$ cat config.mk
export PLATFORM = sky130hd
export DESIGN_NAME = hbc_bridge_ctrl
export DESIGN_NICKNAME = d
export VERILOG_FILES = /design/src/hbc_pkg.sv /design/src/hbc_bridge_ctrl.sv
export SDC_FILE = /design/constraint.sdc
export NUM_CORES = 1
export LEC_CHECK = 0
export BUFFER_PORTS_ARGS = -buffer_cell sky130_fd_sc_hd__buf_2
export CORE_MARGIN = 3
export CORE_UTILIZATION = 50
export CTS_CLUSTER_DIAMETER = 100
export DETAILED_ROUTE_END_ITERATION = 6
export PLACE_DENSITY_LB_ADDON = 0.3
export SLEW_MARGIN = 20
export SYNTH_ARGS = -nofsm -noshare
export SYNTH_HDL_FRONTEND = slang
export SYNTH_SLANG_ARGS = --single-unit
$ cat constraint.sdc
create_clock -name clk_in -period 2.1 [get_ports clk_in]
set_clock_uncertainty 0.2 [all_clocks]
set_input_delay 0.42 -clock clk_in [delete_from_list [all_inputs] [get_ports clk_in]]
set_output_delay 0.42 -clock clk_in [all_outputs]
set_load 0.005 [all_outputs]
$ cat src/hbc_pkg.sv
package hbc_pkg;
   // timebase
   localparam int CLK_FREQ_HZ = 20_000_000;
   localparam int FAULT_DELAY_US = 50;
   localparam int FAULT_DELAY_CYC = (FAULT_DELAY_US * (CLK_FREQ_HZ / 1_000_000)) < 1 ? 1 :
      FAULT_DELAY_US * (CLK_FREQ_HZ / 1_000_000);
   localparam int DLY_W = 11;
   localparam int SYNC_STAGES = 3;

   // transistor gates of one half-bridge
   typedef struct packed {
      logic high_on;
      logic low_on;
   } hbc_leg_t;

   // analog sense indications
   typedef struct packed {
      logic short_gnd_a;
      logic short_gnd_b;
      logic short_sup_a;
      logic short_sup_b;
      logic overload;
      logic overtemp;
      logic load_short;
      logic open_a_high;
      logic open_b_low;
   } hbc_sense_t;

   typedef enum logic [2:0] {
      ST_RUN = 3'b001,
      ST_WAIT = 3'b010,
      ST_FAULT = 3'b100
   } hbc_state_t;
endpackage : hbc_pkg

$ cat src/hbc_bridge_ctrl.sv
// Function
// inputs LL A source B sink, LH reverse, HL brake, HH all off
// sink low on, source high on, high impedance both off
// never turn on a transistor while its complement is still active
// all transistors off during supply lockout; analog hysteresis upstream
// fault persisting 50 us turns all stages off, pulls flag low
// changing direction inputs clears the latched flag; host toggles
// output short to ground with high side on is a fault
// output short to supply with low side on is a fault
// low-side overload indication is a fault
// overtemperature turns all four stages off and sets flag after delay
// in HH, A at supply and B at ground for 50 us latches flag
// flag is open-drain active low, pulled low while fault latched
// load short between outputs is not cleared by input toggling
// fault delay restarts when the indication drops early
// reset clears latch, releases flag; inputs synchronised before decode
`timescale 1ns/1ns
module hbc_bridge_ctrl
   import hbc_pkg::*;
#(
   parameter int DELAY_CYC = FAULT_DELAY_CYC
) (
   // clock and reset
   input wire logic clk_in,
   input wire logic rst_in,
   // direction pins
   input wire logic dir_ctrl_a_in,
   input wire logic dir_ctrl_b_in,
   // analog indications
   input wire logic supply_lockout_in,
   input wire hbc_sense_t sense_in,
   // transistor monitors (1 = conducting)
   input wire hbc_leg_t mon_a_in,
   input wire hbc_leg_t mon_b_in,
   // gate drives
   output hbc_leg_t bridge_out_a_out,
   output hbc_leg_t bridge_out_b_out,
   // open-drain fault flag, oe low drives the pin
   output logic fault_flag_n_out,
   output logic fault_flag_n_oe_out
);
   logic dir_a_q, dir_b_q, lock_q;
   logic chg_a, chg_b, chg_lock;
   logic [DLY_W-1:0] cnt_q, cnt_d;
   hbc_state_t st_q, st_d;
   logic hold_q, hold_d;
   hbc_leg_t a_q, b_q;
   logic oe_q, oe_d;
   hbc_leg_t want_a, want_b;
   logic fault_now, dir_chg;

   // pin synchronisers
   hbc_sync #(
      .STAGES(SYNC_STAGES),
      .RST_VAL(1'b0)
   ) u_sync_a (
      .clk_in(clk_in),
      .rst_in(rst_in),
      .pin_in(dir_ctrl_a_in),
      .level_out(dir_a_q),
      .chg_out(chg_a)
   );

   hbc_sync #(
      .STAGES(SYNC_STAGES),
      .RST_VAL(1'b0)
   ) u_sync_b (
      .clk_in(clk_in),
      .rst_in(rst_in),
      .pin_in(dir_ctrl_b_in),
      .level_out(dir_b_q),
      .chg_out(chg_b)
   );

   // lockout assumed until the supply is seen good
   hbc_sync #(
      .STAGES(SYNC_STAGES),
      .RST_VAL(1'b1)
   ) u_sync_lock (
      .clk_in(clk_in),
      .rst_in(rst_in),
      .pin_in(supply_lockout_in),
      .level_out(lock_q),
      .chg_out(chg_lock)
   );

   // fault detection and delay
   always_comb begin
      fault_now = (sense_in.short_gnd_a & a_q.high_on)
         | (sense_in.short_gnd_b & b_q.high_on)
         | (sense_in.short_sup_a & a_q.low_on)
         | (sense_in.short_sup_b & b_q.low_on)
         | sense_in.overload
         | sense_in.overtemp
         | sense_in.load_short
         | (dir_a_q & dir_b_q & sense_in.open_a_high
            & sense_in.open_b_low);
      dir_chg = chg_a | chg_b;
      st_d = st_q;
      cnt_d = cnt_q;
      hold_d = hold_q;
      case (st_q)
         ST_RUN: begin
            cnt_d = '0;
            if (fault_now) begin
               st_d = ST_WAIT;
               cnt_d = DLY_W'(1);
            end
         end
         ST_WAIT: begin
            if (!fault_now) begin
               st_d = ST_RUN;
               cnt_d = '0;
            end else if (cnt_q >= DLY_W'(DELAY_CYC - 1)) begin
               st_d = ST_FAULT;
               hold_d = sense_in.load_short;
            end else begin
               cnt_d = cnt_q + DLY_W'(1);
            end
         end
         ST_FAULT: begin
            if (dir_chg && !hold_q) begin
               st_d = ST_RUN;
               cnt_d = '0;
            end
         end
         default: begin
            st_d = ST_RUN;
            cnt_d = '0;
            hold_d = 1'b0;
         end
      endcase
   end

   always_ff @(posedge clk_in) begin
      if (rst_in) begin
         st_q <= ST_RUN;
         cnt_q <= '0;
         hold_q <= 1'b0;
      end else begin
         st_q <= st_d;
         cnt_q <= cnt_d;
         hold_q <= hold_d;
      end
   end

   // direction decode and gate drive
   always_comb begin
      case ({dir_a_q, dir_b_q})
         2'b00: begin
            want_a = '{high_on: 1'b1, low_on: 1'b0};
            want_b = '{high_on: 1'b0, low_on: 1'b1};
         end
         2'b01: begin
            want_a = '{high_on: 1'b0, low_on: 1'b1};
            want_b = '{high_on: 1'b1, low_on: 1'b0};
         end
         2'b10: begin
            want_a = '{high_on: 1'b0, low_on: 1'b1};
            want_b = '{high_on: 1'b0, low_on: 1'b1};
         end
         default: begin
            want_a = '0;
            want_b = '0;
         end
      endcase
      // gates drop on the same edge that pulls the flag
      if (lock_q || st_d == ST_FAULT) begin
         want_a = '0;
         want_b = '0;
      end
      oe_d = ~(st_d == ST_FAULT);
   end

   // break-before-make per half-bridge
   hbc_leg_drv u_leg_a (
      .clk_in(clk_in),
      .rst_in(rst_in),
      .want_in(want_a),
      .mon_in(mon_a_in),
      .gate_out(a_q)
   );

   hbc_leg_drv u_leg_b (
      .clk_in(clk_in),
      .rst_in(rst_in),
      .want_in(want_b),
      .mon_in(mon_b_in),
      .gate_out(b_q)
   );

   always_ff @(posedge clk_in) begin
      if (rst_in) begin
         oe_q <= 1'b1;
      end else begin
         oe_q <= oe_d;
      end
   end

   assign bridge_out_a_out = a_q;
   assign bridge_out_b_out = b_q;
   assign fault_flag_n_out = 1'b0;
   assign fault_flag_n_oe_out = oe_q;
endmodule // hbc_bridge_ctrl

module hbc_sync
   import hbc_pkg::*;
#(
   parameter int STAGES = SYNC_STAGES,
   parameter logic RST_VAL = 1'b0
) (
   // clock and reset
   input wire logic clk_in,
   input wire logic rst_in,
   // raw pin
   input wire logic pin_in,
   // filtered level and its change strobe
   output logic level_out,
   output logic chg_out
);
   logic [STAGES-1:0] pipe_q, pipe_d;
   logic level_q, level_d;

   // a change counts once the last two stages agree
   always_comb begin
      pipe_d = {pipe_q[STAGES-2:0], pin_in};
      level_d = level_q;
      if (pipe_q[STAGES-2] == pipe_q[STAGES-1]) begin
         level_d = pipe_q[STAGES-1];
      end
   end

   always_ff @(posedge clk_in) begin
      if (rst_in) begin
         pipe_q <= {STAGES{RST_VAL}};
         level_q <= RST_VAL;
      end else begin
         pipe_q <= pipe_d;
         level_q <= level_d;
      end
   end

   assign level_out = level_q;
   assign chg_out = level_d != level_q;
endmodule // hbc_sync

module hbc_leg_drv
   import hbc_pkg::*;
(
   // clock and reset
   input wire logic clk_in,
   input wire logic rst_in,
   // requested and sensed transistor states
   input wire hbc_leg_t want_in,
   input wire hbc_leg_t mon_in,
   // registered gate enables
   output hbc_leg_t gate_out
);
   hbc_leg_t gate_q, gate_d;

   // wait for the complement to be off, as driven and as sensed
   always_comb begin
      gate_d.high_on = want_in.high_on & ~mon_in.low_on
         & ~gate_q.low_on;
      gate_d.low_on = want_in.low_on & ~mon_in.high_on
         & ~gate_q.high_on;
   end

   always_ff @(posedge clk_in) begin
      if (rst_in) begin
         gate_q <= '0;
      end else begin
         gate_q <= gate_d;
      end
   end

   assign gate_out = gate_q;
endmodule // hbc_leg_drv

After elaboration in Yosys (flattened, before gate mapping)
Cells that the tools add are included.
{"block": "classes", "n_lt_le_gt_ge": 1, "n_reduce_logical": 9, "add_sub_neg": 1, "bitwise_logic": 33, "eq_ne": 15, "n_mux": 19}
{"cell": "$mux 11", "n": 3}
{"cell": "$pmux 11 s3", "n": 1}
{"cell": "$and 1x1->1", "n": 15}
{"cell": "$mux 3", "n": 4}
{"cell": "$add 11x1->11 const B", "n": 1}
{"cell": "$ge 11x10->1 const B", "n": 1}
{"cell": "$not 1->1", "n": 10}
{"cell": "$pmux 3 s3", "n": 1}
{"cell": "$or 1x1->1", "n": 8}
{"cell": "$pmux 2 s2", "n": 2}
{"cell": "$eq 3x3->1 const B", "n": 2}
{"cell": "$ne 2x2->1 const B", "n": 3}
{"cell": "$reduce_or 2->1", "n": 3}
{"cell": "$mux 1", "n": 5}
{"cell": "$mux 2", "n": 2}
{"cell": "$eq 1x1->1", "n": 3}
{"cell": "$eq 3x1->1 const B", "n": 1}
{"cell": "$eq 3x2->1 const B", "n": 1}
{"cell": "$ne 3x3->1 const B", "n": 1}
{"cell": "$reduce_and 3->1", "n": 1}
{"cell": "$eq 2x1->1 const B", "n": 1}
{"cell": "$eq 2x2->1 const B", "n": 1}
{"cell": "$logic_not 2->1", "n": 1}
{"cell": "$ne 1x1->1", "n": 2}
{"cell": "5 further kinds", "n": 5}
{"block": "word_totals", "regBits": 32, "inputBits": 18, "output_inout_bits": 6}

Longest topological paths before layout
{"block": "depth", "ltp_word": 15, "ltp_mapped": 7, "ltp_nobuf": 6}

Cells and area by module
From an unflattened synthesis, not the netlist that was laid out.
{"block": "unflattened", "hier_cells": 171, "area_unflattened_um2": 1621.6}
{"mod": "hbc_bridge_ctrl", "instances": 1, "area_each_um2": 1086.0, "cells_per_inst": 124, "seq_area_each_um2": 320.3}
{"mod": "hbc_sync at u_sync_a ...", "instances": 2, "area_each_um2": 128.9, "cells_per_inst": 13, "seq_area_each_um2": 80.1}
{"mod": "hbc_leg_drv", "instances": 2, "area_each_um2": 70.1, "cells_per_inst": 4, "seq_area_each_um2": 40.0}
{"mod": "hbc_sync at u_sync_lock", "instances": 1, "area_each_um2": 137.6, "cells_per_inst": 13, "seq_area_each_um2": 80.1}

Least setup slack after synthesis
No wires, ideal clock.
{"block": "synth_path", "kind": "reg2reg", "start": "reg cnt_q[0]", "end": "reg u_leg_a.gate_q, in the netlist u_leg_a.gate_out[0]", "required_time_ns": 1.813, "t_arrival_ns": 1.612, "setup_time_ns": 0.087, "stages_incl_launch_ff": 7, "path_buffers": 0, "setup_slack_ns": 0.201, "path_cell_list": "dfxtp_1 -> ha_1 -> a211oi_2 -> a211oi_2 -> o221ai_2 -> nand3_2 -> nor4b_2"}
{"block": "synth_via", "elab_chain_cells": 9}
{"item": "start: declaration", "line": "hbc_bridge_ctrl.sv:44", "source": "logic [DLY_W-1:0] cnt_q, cnt_d;"}
{"item": "start signal: assignment", "line": "hbc_bridge_ctrl.sv:142", "source": "cnt_q <= cnt_d;"}
{"item": "$ge 11x10->1", "line": "hbc_bridge_ctrl.sv:114", "source": "end else if (cnt_q >= DLY_W'(DELAY_CYC - 1)) begin"}
{"item": "$mux 3", "line": "hbc_bridge_ctrl.sv:114"}
{"item": "$mux 3", "line": "hbc_bridge_ctrl.sv:111", "source": "if (!fault_now) begin"}
{"item": "$pmux 3 s3", "line": "hbc_bridge_ctrl.sv:102", "source": "case (st_q)"}
{"item": "$eq 3x3->1", "line": "hbc_bridge_ctrl.sv:168", "source": "if (lock_q || st_d == ST_FAULT) begin"}
{"item": "$logic_or 1x1->1", "line": "hbc_bridge_ctrl.sv:168"}
{"item": "$mux 2", "line": "hbc_bridge_ctrl.sv:168"}
{"item": "$and 1x1->1", "line": "hbc_bridge_ctrl.sv:265", "source": "gate_d.low_on = want_in.low_on & ~mon_in.high_on"}
{"item": "$and 1x1->1", "line": "hbc_bridge_ctrl.sv:266", "source": "& ~gate_q.high_on;"}
{"item": "end signal: assignment", "line": "hbc_bridge_ctrl.sv:273", "source": "gate_q <= gate_d;"}
{"item": "end: declaration", "line": "hbc_bridge_ctrl.sv:259", "source": "hbc_leg_t gate_q, gate_d;"}
No other way between the ends.
A chain may end at the register's enable or synchronous reset.

Worst setup path in the final report
{"block": "layout_path", "start": "reg cnt_q[1]", "end": "reg cnt_q[6]"}
{"block": "layout_via", "elab_chain_cells": 4}
{"item": "$add 11x1->11", "line": "hbc_bridge_ctrl.sv:118", "source": "cnt_d = cnt_q + DLY_W'(1);"}
{"item": "$mux 11", "line": "hbc_bridge_ctrl.sv:114"}
{"item": "$mux 11", "line": "hbc_bridge_ctrl.sv:111"}
{"item": "$pmux 11 s3", "line": "hbc_bridge_ctrl.sv:102"}
Parallel ways exist; a longest one is shown, timed or not. The select of a mux whose other input is x is not followed.

==> results by group <==
Run status
  – Result of the run: finished clean

Detailed routing
  – DRC violation count after routing: 0
  – Routed length per placed instance: 13.84 um
  – Iteration-0 DRC Markers: 54
  – WL final: approximately 3.1 mm
  – Count of antenna-violating nets left after detailed routing: 0
  – Via density: 5.715
  – Vias: about 1,300
  – Number of detailed-route iterations in the first pass: 4

Pwr
  – Net switching power figure: ~260 uW
  – Post-route total power: approximately 1200 uW
  – Power per cell area: 703.8 nW/um^2
  – Clock network power share: 0.423
  – Sequential power share: 0.510
  – Cell leakage power: 0.0006299 uW
  – IR Drop Worst-Case VDD: 0.6741 mV
  – Combinational fraction of design power: 0.066
  – Cell Int Power: 975.9 uW
  – Net Sw Frac: 0.2119

STA
  – Setup TNS: 0 ns
  – Post-Route Hold Slack: 0.03456 ns
  – Maximum achievable frequency: 0.5052 GHz
  – RSZ-0062 raised after global routing: no
  – Final count of negative-setup-slack endpoints: 0
  – Time the final worst path needs with I/O delays and setup: 1.979 ns
  – Final clock period utilization by the worst path: 0.9426
  – Hold Vio Cnt, Final: 0
  – Final number of max-transition violations: 0

Logic synthesis
  – Number of distinct standard cells referenced by the synthesized netlist: 47
  – Prevailing post-synth register cell: dfxtp_1
  – Top cell types by occurrence after synthesis: 32 x dfxtp_1, 14 x nand2_1, 13 x nor2_1, 8 x a21oi_1, 8 x nor2b_1
  – Post-synthesis sequential area ratio: 0.4277
  – Ranking of synthesized cells by area: dfxtp_1 43%, ha_1 4.2%, nand2_1 3.5%
  – Biggest area consumer among synthesized cells: dfxtp_1
  – Number of cells produced by synthesis: ~160
  – Share of Yosys cell area claimed by the top area cell type: 0.4277
  – Seq cells post-synth: 32
  – Synthesized area per cell: just over 9 sq um
  – Number of enable-type register cells in the synthesized netlist: 0
  – Most frequently used cell type in the post-synthesis netlist: dfxtp_1
  – Yosys warning count: 0
  – Synth Net Count: 186
  – Total standard cell area after synthesis: around 1500 sq um
  – FFs w/ async S/R, synth: 0

Setup path
  – Critical register-to-register path endpoint: cnt_q[6]
  – Required time of the critical path: 2.16 ns
  – CP Max Fanout: 7
  – Arrival time of data at the critical path endpoint: 2.04 ns
  – Class of the most critical setup path: flop to flop
  – CP endpoint kind: flop
  – Minimum setup slack among reg-to-reg paths: between 0.1 and 0.15 ns
  – Reg2Reg Depth: 6
  – Start of the worst register-to-register path: cnt_q[1]
  – Kind of start point of the critical path: flop

Clock tree
  – Max clock buf depth: 2
  – Clock sink count: 32
  – Clock Tree Root: clkbuf_4
  – Clock edge transition at the registers on the reported setup and hold paths: 0.10 ns
  – TritonCTS Buffers: 5
  – Buffer count from post-CTS setup fixing: 0
  – CTS H-Tree Depth: 2
  – Clock latency at the later pin of the worst-skew pair: 0.34 ns
  – Clock tree from TritonCTS: yes
  – Cts hold-fix bufs: 0

Floorplanning
  – Count of pins on the block boundary: 24
  – Total Die Area: 3688 sq um
  – Starting Density: 0.5339
  – Die W: 60.73 um
  – Core Region: 2805 sq um
  – Die Span Y: 60.73 um
  – Placement row count: 19

Cells and area
  – Area growth syn-to-layout: 17.46%
  – Area occupied by multi-input gates: between 800 and 900 sq um
  – Count of non-filler cells in the finished layout: about 220
  – Filler Cells Inserted: between 200 and 250
  – Count of inserted antenna diode cells: 0
  – Flip-flop and latch area: 641.9 sq um
  – Core Util, Final: 0.6271
  – Final net count: approximately 210
  – Layout cell share with drive strength beyond 1: 0.2684

Placement
  – Number of port buffers: 22
  – Routability congestion estimate from global placement: 0.7925
  – Post-Place Cells: 213
  – Hpwl dp: ~2.2 mm

Global routing
  – First-pass GRT wire length: roughly 5.1 mm
  – Overall routing resource usage: 0.1881
  – Pin count of the biggest net entering global routing: 18
  – Vias in the first global route: 1,148
  – Total gr overflow: 0
  – Number of antenna violations at the first check in global routing: 0

Worst hold path
  – Path category of the worst min-delay check: input port to flop
  – Cell depth of the worst hold path: 2
  – Startpoint of the lowest-slack hold path: mon_a_in[1]
  – Endpoint, Worst Hold: u_leg_a.gate_out[0]

Flow run
  – Number of maximum-capacitance violations: 0
-- final cells by class --
type                    count  area share
flip-flops and latches     32      0.3649
repair buffers             25     0.07539
multi-input cells         119      0.4708
inverters                   6     0.01280
clock buffers               7     0.03698
well taps                  31     0.02205
clock inverters             1     0.01707
-- state kept, by name (all words and copies together) (netlist names) --
signal and count:
cnt_q 11, st_q 3, u_sync_a.pipe_q 3, u_sync_b.pipe_q 3
u_sync_lock.pipe_q 3, u_leg_a.gate_out 2, u_leg_b.gate_out 2, fault_flag_n_oe_out 1
hold_q 1, u_sync_a.level_out 1, u_sync_b.level_out 1, u_sync_lock.level_out 1
-- power by group through the flow --
stage	clock network [uW]	logic, uW	registers, uW
2_1_floorplan	0	50.3	645
3_3_place_gp	0	77.6	645
3_5_place_dp	0	79.9	646
4_1_cts	537	80.7	632
5_1_grt	563	91.9	634
6_report	524	82.2	632
-- how the worst max path moves through the flow --
stage,end,cells past startpoint,start,slack (ns)
2_1_floorplan,u_leg_a.gate_out[0],6,cnt_q[0],0.20
3_3_place_gp,u_leg_a.gate_out[0],6,cnt_q[1],0.1
3_5_place_dp,u_leg_a.gate_out[0],6,cnt_q[1],0.02
4_1_cts,u_leg_a.gate_out[0],6,cnt_q[1],0.00009
5_1_grt,hold_q,6,cnt_q[0],0.03
6_report,cnt_q[6],6,cnt_q[1],0.12
-- stage by stage --
step                setup slack (ns)  cell area (sq um)
floorplan                     0.2008               1498
global placement             0.09742               1640
detailed placement           0.02368               1640
CTS                       0.00008571               1735
global route                 0.03389               1759
finish                        0.1206               1759
-- worst max-delay path, stage by stage (launching register included) --
cell	delay, ns
dfxtp_2	0.37
ha_2	0.22
a211oi_2	0.08
a211oi_2	0.36
o221ai_4	0.23
a41o_1	0.29
a211oi_2	0.16
-- routing by layer --
| metal | share of wire | global-route usage |
|---|---|---|
| met3 | 0.071 | 0.07234 |
| met5 | 0 | 0 |
| met2 | 0.44 | 0.2809 |
| met4 | 0.014 | 0.07430 |
| met1 | 0.48 | 0.2448 |
-- cells in the final DEF (no fill, tap or decap), types with 2 or more instances in the layout --
| cell type | n |
|---|---|
| a21oi_1 | 8 |
| a31oi_1 | 3 |
| dfxtp_1 | 31 |
| and3_1 | 2 |
| nor2b_1 | 8 |
| nor4_1 | 2 |
| a311oi_1 | 2 |
| nor2_1 | 13 |
| nor4b_2 | 3 |
| a22oi_1 | 2 |
| o31ai_1 | 2 |
| buf_2 | 22 |
| nor3_1 | 6 |
| clkbuf_8 | 2 |
| nand3_1 | 5 |
| a211oi_2 | 3 |
| o21ai_1 | 2 |
| nand2b_1 | 5 |
| clkbuf_4 | 5 |
| or2_2 | 3 |
| nand2_1 | 14 |
| ha_1 | 4 |
| o21ai_0 | 3 |
| inv_1 | 6 |
| buf_4 | 3 |
| nand4b_1 | 3 |
| a211oi_1 | 2 |
-- cells by family after synthesis --
logic type                 after synthesis  synth area share
and+or+nand+nor                         73            0.2899
AOI/OAI and AO/OA                       38            0.1913
DFF                                     32            0.4277
buffers and inverters                   12           0.03425
adders and majority gates                5           0.04177
other                                    1          0.002504
xor gates and xnor gates                 1          0.005849
muxes                                    1          0.006684
-- timing repair --
item                                   CTS  global route
setup endpoints to repair                0            11
endpoints found under the hold margin    0             0
gates resized for setup                  0             5
Note: power is estimated with default switching activity, not from simulation.
